File: src/rtl/reader_mode_pkg.sv
// package: register map, field layout, codes and carriers of the mode control bank
package reader_mode_pkg;

    // register offsets
    localparam int ADDR_W = 6;
    localparam logic [ADDR_W-1:0] OPCTRL_ADDR = 6'h02;
    localparam logic [ADDR_W-1:0] MODE_ADDR = 6'h03;
    localparam logic [ADDR_W-1:0] RATE_ADDR = 6'h04;

    // operation control field positions
    localparam int OPC_OSC_BIT = 7;
    localparam int OPC_RX_BIT = 6;
    localparam int OPC_CHN_BIT = 5;
    localparam int OPC_MAN_BIT = 4;
    localparam int OPC_TX_BIT = 3;
    localparam int OPC_WAKE_BIT = 2;

    // mode register field positions
    localparam int MODE_ROLE_BIT = 7;
    localparam int MODE_CODE_HI = 6;
    localparam int MODE_CODE_LO = 3;
    localparam int MODE_CA_BIT = 0;

    // bit rate register field positions
    localparam int RATE_TX_HI = 7;
    localparam int RATE_TX_LO = 4;
    localparam int RATE_RX_HI = 3;
    localparam int RATE_RX_LO = 0;

    // writable bits and reset values
    localparam logic [7:0] OPC_WR_MASK = 8'hFC;
    localparam logic [7:0] MODE_WR_MASK = 8'hF9;
    localparam logic [7:0] OPC_RESET = 8'h00;
    localparam logic [7:0] MODE_RESET = 8'h08;
    localparam logic [7:0] RATE_RESET = 8'h00;

    // operation-mode codes
    localparam logic [3:0] OM_P2P = 4'h0;
    localparam logic [3:0] OM_ISO_A = 4'h1;
    localparam logic [3:0] OM_ISO_B = 4'h2;
    localparam logic [3:0] OM_TYPE3 = 4'h3;
    localparam logic [3:0] OM_TYPE1 = 4'h4;
    localparam logic [3:0] OM_SUBC = 4'hE;
    localparam logic [3:0] OM_BPSK = 4'hF;
    localparam logic [3:0] OM_TGT_DETECT = 4'h0;
    localparam logic [3:0] OM_TGT_NORMAL = 4'h1;

    // rate codes, fc/128 down to fc/2
    localparam logic [3:0] RATE_FC128 = 4'h0;
    localparam logic [3:0] RATE_FC64 = 4'h1;
    localparam logic [3:0] RATE_FC32 = 4'h2;
    localparam logic [3:0] RATE_FC16 = 4'h3;
    localparam logic [3:0] RATE_FC8 = 4'h4;
    localparam logic [3:0] RATE_FC4 = 4'h5;
    localparam logic [3:0] RATE_FC2 = 4'h6;

    // decoded protocol selection
    typedef enum logic [3:0] {
        PROTO_NONE = 4'h0,
        PROTO_P2P_INIT = 4'h1,
        PROTO_ISO_A = 4'h2,
        PROTO_ISO_B = 4'h3,
        PROTO_TYPE3 = 4'h4,
        PROTO_TYPE1 = 4'h5,
        PROTO_SUBC_STREAM = 4'h6,
        PROTO_BPSK_STREAM = 4'h7,
        PROTO_P2P_TGT_DETECT = 4'h8,
        PROTO_P2P_TGT_NORMAL = 4'h9
    } protocol_t;

    // enables handed to the analog front end and framing
    typedef struct packed {
        logic oscOn;
        logic rxOn;
        logic amOn;
        logic pmOn;
        logic manualSel;
        logic txOn;
        logic wakeupOn;
    } frontend_t;

endpackage : reader_mode_pkg

File: src/rtl/reader_mode_control_regs.sv
// operation control, mode and bit rate registers with their decoding
//
// Contract
// - bit 7 turns oscillator and regulator on
// - bit 6 enables reception
// - bit 5 picks both or single channel
// - bit 4 picks automatic or manual selection
// - bit 3 enables transmit, set by field-on
// - active peer mode clears transmit after finish
// - bit 2 enables wake-up mode
// - mode bit 7 picks initiator or target
// - initiator codes in bits 6 to 3
// - target codes: rate detection, normal peer
// - undefined mode disables transmit and receive
// - auto collision avoidance on field off
// - mode and rate reload on set-default
// - operation control defaults only at power-up
// - rate register: transmit high, receive low
// - rate codes fc/128 through fc/2
// - very high transmit only in type B
// - very high receive only fc/4
// - unsupported rate disables transmit and receive
// - go-normal command loads rate register
`timescale 1ns/1ps

module reader_mode_control_regs
    import reader_mode_pkg::*;
(
    // clock and power-up reset
    input wire logic clk,
    input wire logic rst,
    // register port from the serial interface
    input wire logic regWrite,
    input wire logic regRead,
    input wire logic [ADDR_W-1:0] regAddr,
    input wire logic [7:0] regWdata,
    output logic [7:0] regRdata,
    // direct commands, one-cycle pulses
    input wire logic setDefaultCmd,
    input wire logic fieldOnCmd,
    input wire logic goNormalCmd,
    input wire logic [7:0] goNormalRate,
    // events and settings from neighbouring blocks
    input wire logic txFinished,
    input wire logic extFieldOff,
    input wire logic channelPickBit,
    // decoded controls
    output frontend_t frontEnd,
    output protocol_t protocol,
    output logic [3:0] txRate,
    output logic [3:0] rxRate,
    output logic linkValid,
    output logic collisionAvoidStart
);

    // decode of role and operation-mode code
    function automatic protocol_t decodeMode(input logic role, input logic [3:0] code);
        protocol_t p;
        p = PROTO_NONE;
        if (!role) begin
            unique case (code)
                OM_P2P: p = PROTO_P2P_INIT;
                OM_ISO_A: p = PROTO_ISO_A;
                OM_ISO_B: p = PROTO_ISO_B;
                OM_TYPE3: p = PROTO_TYPE3;
                OM_TYPE1: p = PROTO_TYPE1;
                OM_SUBC: p = PROTO_SUBC_STREAM;
                OM_BPSK: p = PROTO_BPSK_STREAM;
                default: p = PROTO_NONE;
            endcase
        end else begin
            unique case (code)
                OM_TGT_DETECT: p = PROTO_P2P_TGT_DETECT;
                OM_TGT_NORMAL: p = PROTO_P2P_TGT_NORMAL;
                default: p = PROTO_NONE;
            endcase
        end
        return p;
    endfunction : decodeMode

    // rate code check, shared by transmit and receive
    function automatic logic rateSupported(input logic [3:0] code, input logic isTx,
                                           input logic isoB);
        logic ok;
        ok = 1'b0;
        if (code <= RATE_FC16) begin
            ok = 1'b1;
        end else if (code <= RATE_FC2) begin
            ok = isTx ? isoB : (code == RATE_FC4);
        end
        return ok;
    endfunction : rateSupported

    // stored registers
    logic [7:0] opCtrl_r;
    logic [7:0] opCtrl_nxt;
    logic [7:0] mode_r;
    logic [7:0] mode_nxt;
    logic [7:0] rate_r;
    logic [7:0] rate_nxt;

    // address decode of the register port
    wire logic wrOpc = regWrite && (regAddr == OPCTRL_ADDR);
    wire logic wrMode = regWrite && (regAddr == MODE_ADDR);
    wire logic wrRate = regWrite && (regAddr == RATE_ADDR);
    wire logic [7:0] rdMux = (regAddr == OPCTRL_ADDR) ? opCtrl_r :
                             (regAddr == MODE_ADDR) ? mode_r :
                             (regAddr == RATE_ADDR) ? rate_r : 8'h00;

    // field views of the stored registers
    wire logic roleTarget = mode_r[MODE_ROLE_BIT];
    wire logic [3:0] modeCode = mode_r[MODE_CODE_HI:MODE_CODE_LO];
    wire logic [3:0] txCode = rate_r[RATE_TX_HI:RATE_TX_LO];
    wire logic [3:0] rxCode = rate_r[RATE_RX_HI:RATE_RX_LO];

    // mode and rate checks
    wire protocol_t protoSel = decodeMode(roleTarget, modeCode);
    wire logic modeOk = (protoSel != PROTO_NONE);
    wire logic isoBSel = (protoSel == PROTO_ISO_B);
    wire logic txRateOk = rateSupported(txCode, 1'b1, isoBSel);
    wire logic rxRateOk = rateSupported(rxCode, 1'b0, isoBSel);
    wire logic linkOk = modeOk && txRateOk && rxRateOk;
    wire logic activeP2p = (protoSel == PROTO_P2P_INIT) ||
                           (protoSel == PROTO_P2P_TGT_DETECT) ||
                           (protoSel == PROTO_P2P_TGT_NORMAL);

    // operation control next value: host write, then finish clear, then field-on set;
    // the set is last so a field-on in the same cycle as a clear is never lost
    always_comb begin
        opCtrl_nxt = opCtrl_r;
        if (wrOpc) begin
            opCtrl_nxt = regWdata & OPC_WR_MASK;
        end
        if (txFinished && activeP2p) begin
            opCtrl_nxt[OPC_TX_BIT] = 1'b0;
        end
        if (fieldOnCmd) begin
            opCtrl_nxt[OPC_TX_BIT] = 1'b1;
        end
    end

    // mode next value: set-default outranks a host write in the same cycle
    always_comb begin
        mode_nxt = mode_r;
        if (setDefaultCmd) begin
            mode_nxt = MODE_RESET;
        end else if (wrMode) begin
            mode_nxt = regWdata & MODE_WR_MASK;
        end
    end

    // rate next value: set-default, then go-normal load, then host write
    always_comb begin
        rate_nxt = rate_r;
        if (setDefaultCmd) begin
            rate_nxt = RATE_RESET;
        end else if (goNormalCmd) begin
            rate_nxt = goNormalRate;
        end else if (wrRate) begin
            rate_nxt = regWdata;
        end
    end

    // storage; operation control ignores set-default, only power-up clears it
    always_ff @(posedge clk or posedge rst) begin
        if (rst) begin
            opCtrl_r <= OPC_RESET;
            mode_r <= MODE_RESET;
            rate_r <= RATE_RESET;
        end else begin
            opCtrl_r <= opCtrl_nxt;
            mode_r <= mode_nxt;
            rate_r <= rate_nxt;
        end
    end

    // front end enables; only transmit and receive are gated off whenever the mode or a rate is unusable
    wire logic singleChn = opCtrl_r[OPC_CHN_BIT];
    frontend_t feNxt;
    always_comb begin
        feNxt.oscOn = opCtrl_r[OPC_OSC_BIT];
        feNxt.rxOn = opCtrl_r[OPC_RX_BIT] && linkOk;
        feNxt.amOn = !singleChn || !channelPickBit;
        feNxt.pmOn = !singleChn || channelPickBit;
        feNxt.manualSel = !singleChn && opCtrl_r[OPC_MAN_BIT];
        feNxt.txOn = opCtrl_r[OPC_TX_BIT] && linkOk;
        feNxt.wakeupOn = opCtrl_r[OPC_WAKE_BIT];
    end

    // registered outputs; one cycle behind the stored registers
    always_ff @(posedge clk or posedge rst) begin
        if (rst) begin
            frontEnd <= '0;
            protocol <= PROTO_NONE;
            txRate <= RATE_FC128;
            rxRate <= RATE_FC128;
            linkValid <= 1'b0;
            collisionAvoidStart <= 1'b0;
            regRdata <= 8'h00;
        end else begin
            frontEnd <= feNxt;
            protocol <= protoSel;
            txRate <= txCode;
            rxRate <= rxCode;
            linkValid <= linkOk;
            collisionAvoidStart <= mode_r[MODE_CA_BIT] && extFieldOff;
            regRdata <= regRead ? rdMux : 8'h00;
        end
    end
endmodule : reader_mode_control_regs

File: config.mk
export PLATFORM = sky130hd
export DESIGN_NAME = reader_mode_control_regs
export DESIGN_NICKNAME = d
export VERILOG_FILES = /design/src/rtl/reader_mode_pkg.sv /design/src/rtl/reader_mode_control_regs.sv
export SDC_FILE = /design/constraint.sdc
export NUM_CORES = 1
export LEC_CHECK = 0
export BUFFER_PORTS_ARGS = -buffer_cell sky130_fd_sc_hd__buf_2
export CAP_MARGIN = 25
export CORE_ASPECT_RATIO = 0.7
export CORE_MARGIN = 1
export CORE_UTILIZATION = 54
export CTS_BUF_LIST = sky130_fd_sc_hd__clkbuf_8
export DETAILED_ROUTE_END_ITERATION = 12
export GPL_TIMING_DRIVEN = 0
export PLACE_DENSITY = 0.8
export REMOVE_ABC_BUFFERS = 1
export SYNTH_ARGS = -nofsm -noshare
export SYNTH_HDL_FRONTEND = slang
export SYNTH_SLANG_ARGS = --single-unit
export TNS_END_PERCENT = 30
File: constraint.sdc
create_clock -name clk -period 1.6 [get_ports clk]
set_clock_uncertainty 0.15 [all_clocks]
set_input_delay 0 -clock clk [delete_from_list [all_inputs] [get_ports clk]]
set_output_delay 0 -clock clk [all_outputs]
set_load 0.05 [all_outputs]
# Word level (Yosys, flattened, before mapping)
# Index checks and enable logic that the tools add are counted.
# classes
muxes	19
order_cmp	4
reduce_logical	21
eq_ne	14
# ops
operator	count
$mux W8	9
$pmux W3 S7	1
$eq A4 B4 Y1 const B	4
$eq A4 B2 Y1 const B	3
$eq A6 B2 Y1 const B	2
$logic_and A1 B1 Y1	10
$eq A4 B1 Y1 const B	2
$eq A4 B3 Y1 const B	2
$le A4 B2 Y1 const B	2
$le A4 B3 Y1 const B	2
$mux W4	2
$pmux W4 S2	1
$eq A6 B3 Y1 const B	1
$mux W1	6
$reduce_bool A3 Y1	2
$logic_not A4 Y1	1
$logic_or A1 B1 Y1	4
$reduce_bool A4 Y1	1
$logic_not A1 Y1	2
$reduce_bool A2 Y1	1
# totals
wordCells	75
reg_bits	51
input_bits	32
out_inout_bits	29

# Depth between registers and ports, before layout
# logic_depth
word_depth	9
depth_mapped	4
depth_no_buf	3

# Worst setup path after synthesis
# Ideal clock, no wire load.
# synth_path
path_kind	input to register
start	input port regAddr[3]
end	register rate_r[0]
required_ps	1325
t_arrival_ps	1176
cell_stages	4
path_slack_ps	149
n_path_buf	1
setup_time_ps	125
path_cell_list	nor4b_2 a311o_1 buf_6 mux2_4
# synth_between
elab_chain_cells	3
# synth_lines
element	line	text
start, declared	reader_mode_control_regs.sv:35	input wire logic [ADDR_W-1:0] regAddr,
$eq A6 B3 Y1	reader_mode_control_regs.sv:105	wire logic wrRate = regWrite && (regAddr == RATE_ADDR);
$logic_and A1 B1 Y1	reader_mode_control_regs.sv:105	
$reduce_bool A3 Y1 (no line)	n/a	
end signal, assigned	reader_mode_control_regs.sv:173	rate_r <= rate_nxt;
end, declared	reader_mode_control_regs.sv:99	logic [7:0] rate_r;
# Every way passes these cells.
# A chain may end at the register's enable or synchronous reset.

# Worst setup path in the final report
# layout_path
start	input port setDefaultCmd
end	register rate_r[5]
# layout_between
elab_chain_cells	1
elab_cells_between_ends	2
classes_between	1 x mux; 1 x reduce/logical
# layout_lines
element	line	text
start, declared	reader_mode_control_regs.sv:39	input wire logic setDefaultCmd,
$reduce_bool A3 Y1 (no line) / $mux W8 (equally long branches)	n/a	
# Parallel ways exist; a longest one is shown, timed or not.

==> flow_summary.ini <==
[timing]
timing.hold.ws_ns = 0.0521
post-route-min-period_ns = 1.54
timing_worst_slew_pin_value_ns = 0.582
unrepaired_setup_endpoints_after_global_routing = yes
timing.final.crit_share = 0.963
report.final.setup_viol = 0
timing.final.hold_violations = 0
fmax_mhz = 649
maxSlewHeadroom = 0.611
finalMaxSlewViolations = 0

[floorplanning]
chipHeight_um = 55.6
effective_utilization_at_floorplan = 0.565
core_um2 = 3920
floorplan.io_pins = 61
design.die.area_um2 = 4370
floorplan.die.width_um = 78.6
placement_rows = 19

[synthesis]
post_synth_instance_area_um2 = 2220
yosys_register_bits = 49
post_synth.cell_area_avg_um2 = 12.2
yosys_warn_count = 0
ys_types = 43
synth-seq-area-share = 0.554
syn-instance-count = 182

[detailed_routing]
vias = 1806
avgViaCountPerCell = 5.57
drc_violations = 0
detail_route.first_pass.iterations = 4
drt_wl_total_um = 5190
drtIter0Drc = 154
wl_per_cell_um = 16.0
antenna_left = 0

[power_and_ir_drop]
p_total_mw = 2.56
vdd.ir_drop.worst_mv = 0.737
p_leak_nw = 1.54
comb_power_share = 0.200
power.net_switching_mw = 0.746
clock_power_share = 0.265
switching_part_of_the_total_power = 0.292
powerDensity_nw_per_um2 = 853
internal_power_mw = 1.81
seq_power_share = 0.534

[placement]
placed_cells = 284
placement.cell_area_um2 = 2550
gp_congestion = 0.751
placement.io_buffers = 60

[clock_network]
numCtsBuffers = 5
ctsHtreeMaxLevel = 2
num_clock_sinks = 49
tritoncts_clock_tree = yes
clk_latency_ns = 0.30
ctsLongestPathBuffers = 2
cts_root_buf = sky130_fd_sc_hd__clkbuf_8
clkSlewWorstSetupHoldPaths_ns = 0.09

[setup_path]
worst-path-max-fanout = 21
cp_class = in -> reg
required_ns = 1.63
worst_ep_arrival_time_ns = 1.57
critical_path.startpoint_type = input pin
critPathCaptureType = flip-flop

[global_route]
first_pass_grt_wire_length_um = 8650
globalRouteTotalUtil = 0.266
grt_max_degree = 43
aggregate_global_routing_overflow = 0
initial_antenna_violation_count = 0
via_count_of_the_first_global_routing_pass = 1773

[final_layout]
final_layout_size_suffix_gt1_frac = 0.360
utilization = 0.764
final_cell_area_um2 = 3000
layout-area-overhead-vs-synth_pct = 35.1
layout_commonest_cell = sky130_fd_sc_hd__buf_2
fin_nets = 303
mostFrequentLayoutCells = sky130_fd_sc_hd__buf_2 (59), sky130_fd_sc_hd__dfrtp_1 (48), sky130_fd_sc_hd__dlygate4sd3_1 (32)
antenna_cells = 0
finalNonFillerCells = 324

[min_path]
worst_hold_path_type = in -> reg

[run]
cap_violations = 0

[status]
status = finished, final reports clean
kinds of logic after synthesis:
kind of cell           count (synthesis)  synth area share
and+or+nand+nor                       60             0.165
buffers and inverters                 18            0.0344
AOI/OAI and AO/OA                     28             0.104
DFF                                   49             0.554
muxes                                 27             0.143
worst paths after layout:
check / from / end / slack [ns] / cells past startpoint
setup / recovery: setDefaultCmd / rate_r[5]$_DFFE_PP0P_ / 0.06 / 4
hold / removal: regAddr[0] / regRdata[0]$_DFF_PP0_ / 0.05 / 3
setup reg to reg: mode_r[3]$_DFFE_PP1P_ / regRdata[3]$_DFF_PP0_ / 0.06 / 3
hold reg to reg: opCtrl_r[2]$_DFFE_PP0P_ / frontEnd[0]$_DFF_PP0_ / 0.26 / 0
max in group asynchronous: rst / mode_r[3]$_DFFE_PP1P_ / 0.20 / 5
min in group asynchronous: rst / protocol[3]$_DFF_PP0_ / 0.57 / 4
flip-flops by register name, indices dropped and copies added, names as in the netlist:
register,flops
rate_r,8
regRdata,8
frontEnd,7
mode_r,6
opCtrl_r,6
protocol,4
rxRate,4
txRate,4
collisionAvoidStart,1
linkValid,1
cell usage after synthesis (all sizes together):
cell type / n / share of area
nor4b: 3 / 0.015
a311o: 1 / 0.0045
nand2: 5 / 0.0085
a2111oi: 1 / 0.0040
o22ai: 1 / 0.0028
and4b: 1 / 0.0045
buf: 3 / 0.0090
o21ai: 4 / 0.0090
dfstp: 1 / 0.012
dfrtp: 48 / 0.54
a2111o: 1 / 0.0051
mux2i: 14 / 0.063
and2: 3 / 0.0085
a21oi: 4 / 0.0090
or4: 1 / 0.0034
a211o: 1 / 0.0040
o2111a: 1 / 0.0051
nor2: 13 / 0.022
mux2: 13 / 0.080
clkbuf: 8 / 0.014
o211a: 4 / 0.018
and3: 5 / 0.015
nor3b: 2 / 0.0068
o221a: 5 / 0.025
nand2b: 12 / 0.034
a31oi: 1 / 0.0028
nor3: 6 / 0.024
o31ai: 1 / 0.0034
o41ai: 1 / 0.0040
a41oi: 1 / 0.0040
nand3: 6 / 0.014
nor2b: 1 / 0.0028
inv: 7 / 0.012
a211oi: 1 / 0.0034
or3b: 2 / 0.0079
layer usage:
layer  vias to the layer above  GRT usage  wire length (µm)
li1                        830          -                 -
met1                       897      0.372              2260
met2                        70      0.420              2520
met3                         9     0.0557               342
met4                         0     0.0794                61
met5                         -          0                 0
stage by stage:
| step | TNS [ns] | worst slack [ns] |
|---|---|---|
| after floorplan | -0.192 | -0.0240 |
| after global placement | -17.23 | -0.545 |
| after detailed placement | -5.36 | -0.549 |
| after CTS | 0 | 0.0117 |
| after global routing | -0.0226 | -0.0214 |
| final | 0 | 0.0594 |
repair_timing:
action / in CTS / in global routing
setup buffers: 0 / 0
hold buffers: 30 / 2
setup endpoints to repair: 9 / 13
resized for setup: 4 / 6
endpoints found under the hold margin: 80 / 3
power by group through the flow:
stage          combinational (mW)  sequential, mW  clock [mW]
2_1_floorplan               0.141            1.53           0
3_3_place_gp                0.429            1.39           0
3_5_place_dp                0.443            1.39           0
4_1_cts                     0.504            1.36       0.698
5_1_grt                     0.546            1.38       0.737
6_report                    0.512            1.37       0.678
cell type report:
class / instances / area [µm²]
clock inverters: 3 / 13.8
fillers: 247 / 927
inverters: 7 / 26.3
repair buffers: 93 / 643
multi-input cells: 115 / 951
well taps: 52 / 65.1
clock buffers: 5 / 68.8
flip-flops and latches: 49 / 1230
critical path, cell delays in order:
cell	delay [ns]
sky130_fd_sc_hd__dlygate4sd3_1	0.54
sky130_fd_sc_hd__buf_4	0.20
sky130_fd_sc_hd__a311o_2	0.47
sky130_fd_sc_hd__mux2_4	0.35
(Power assumes the default switching activity.)
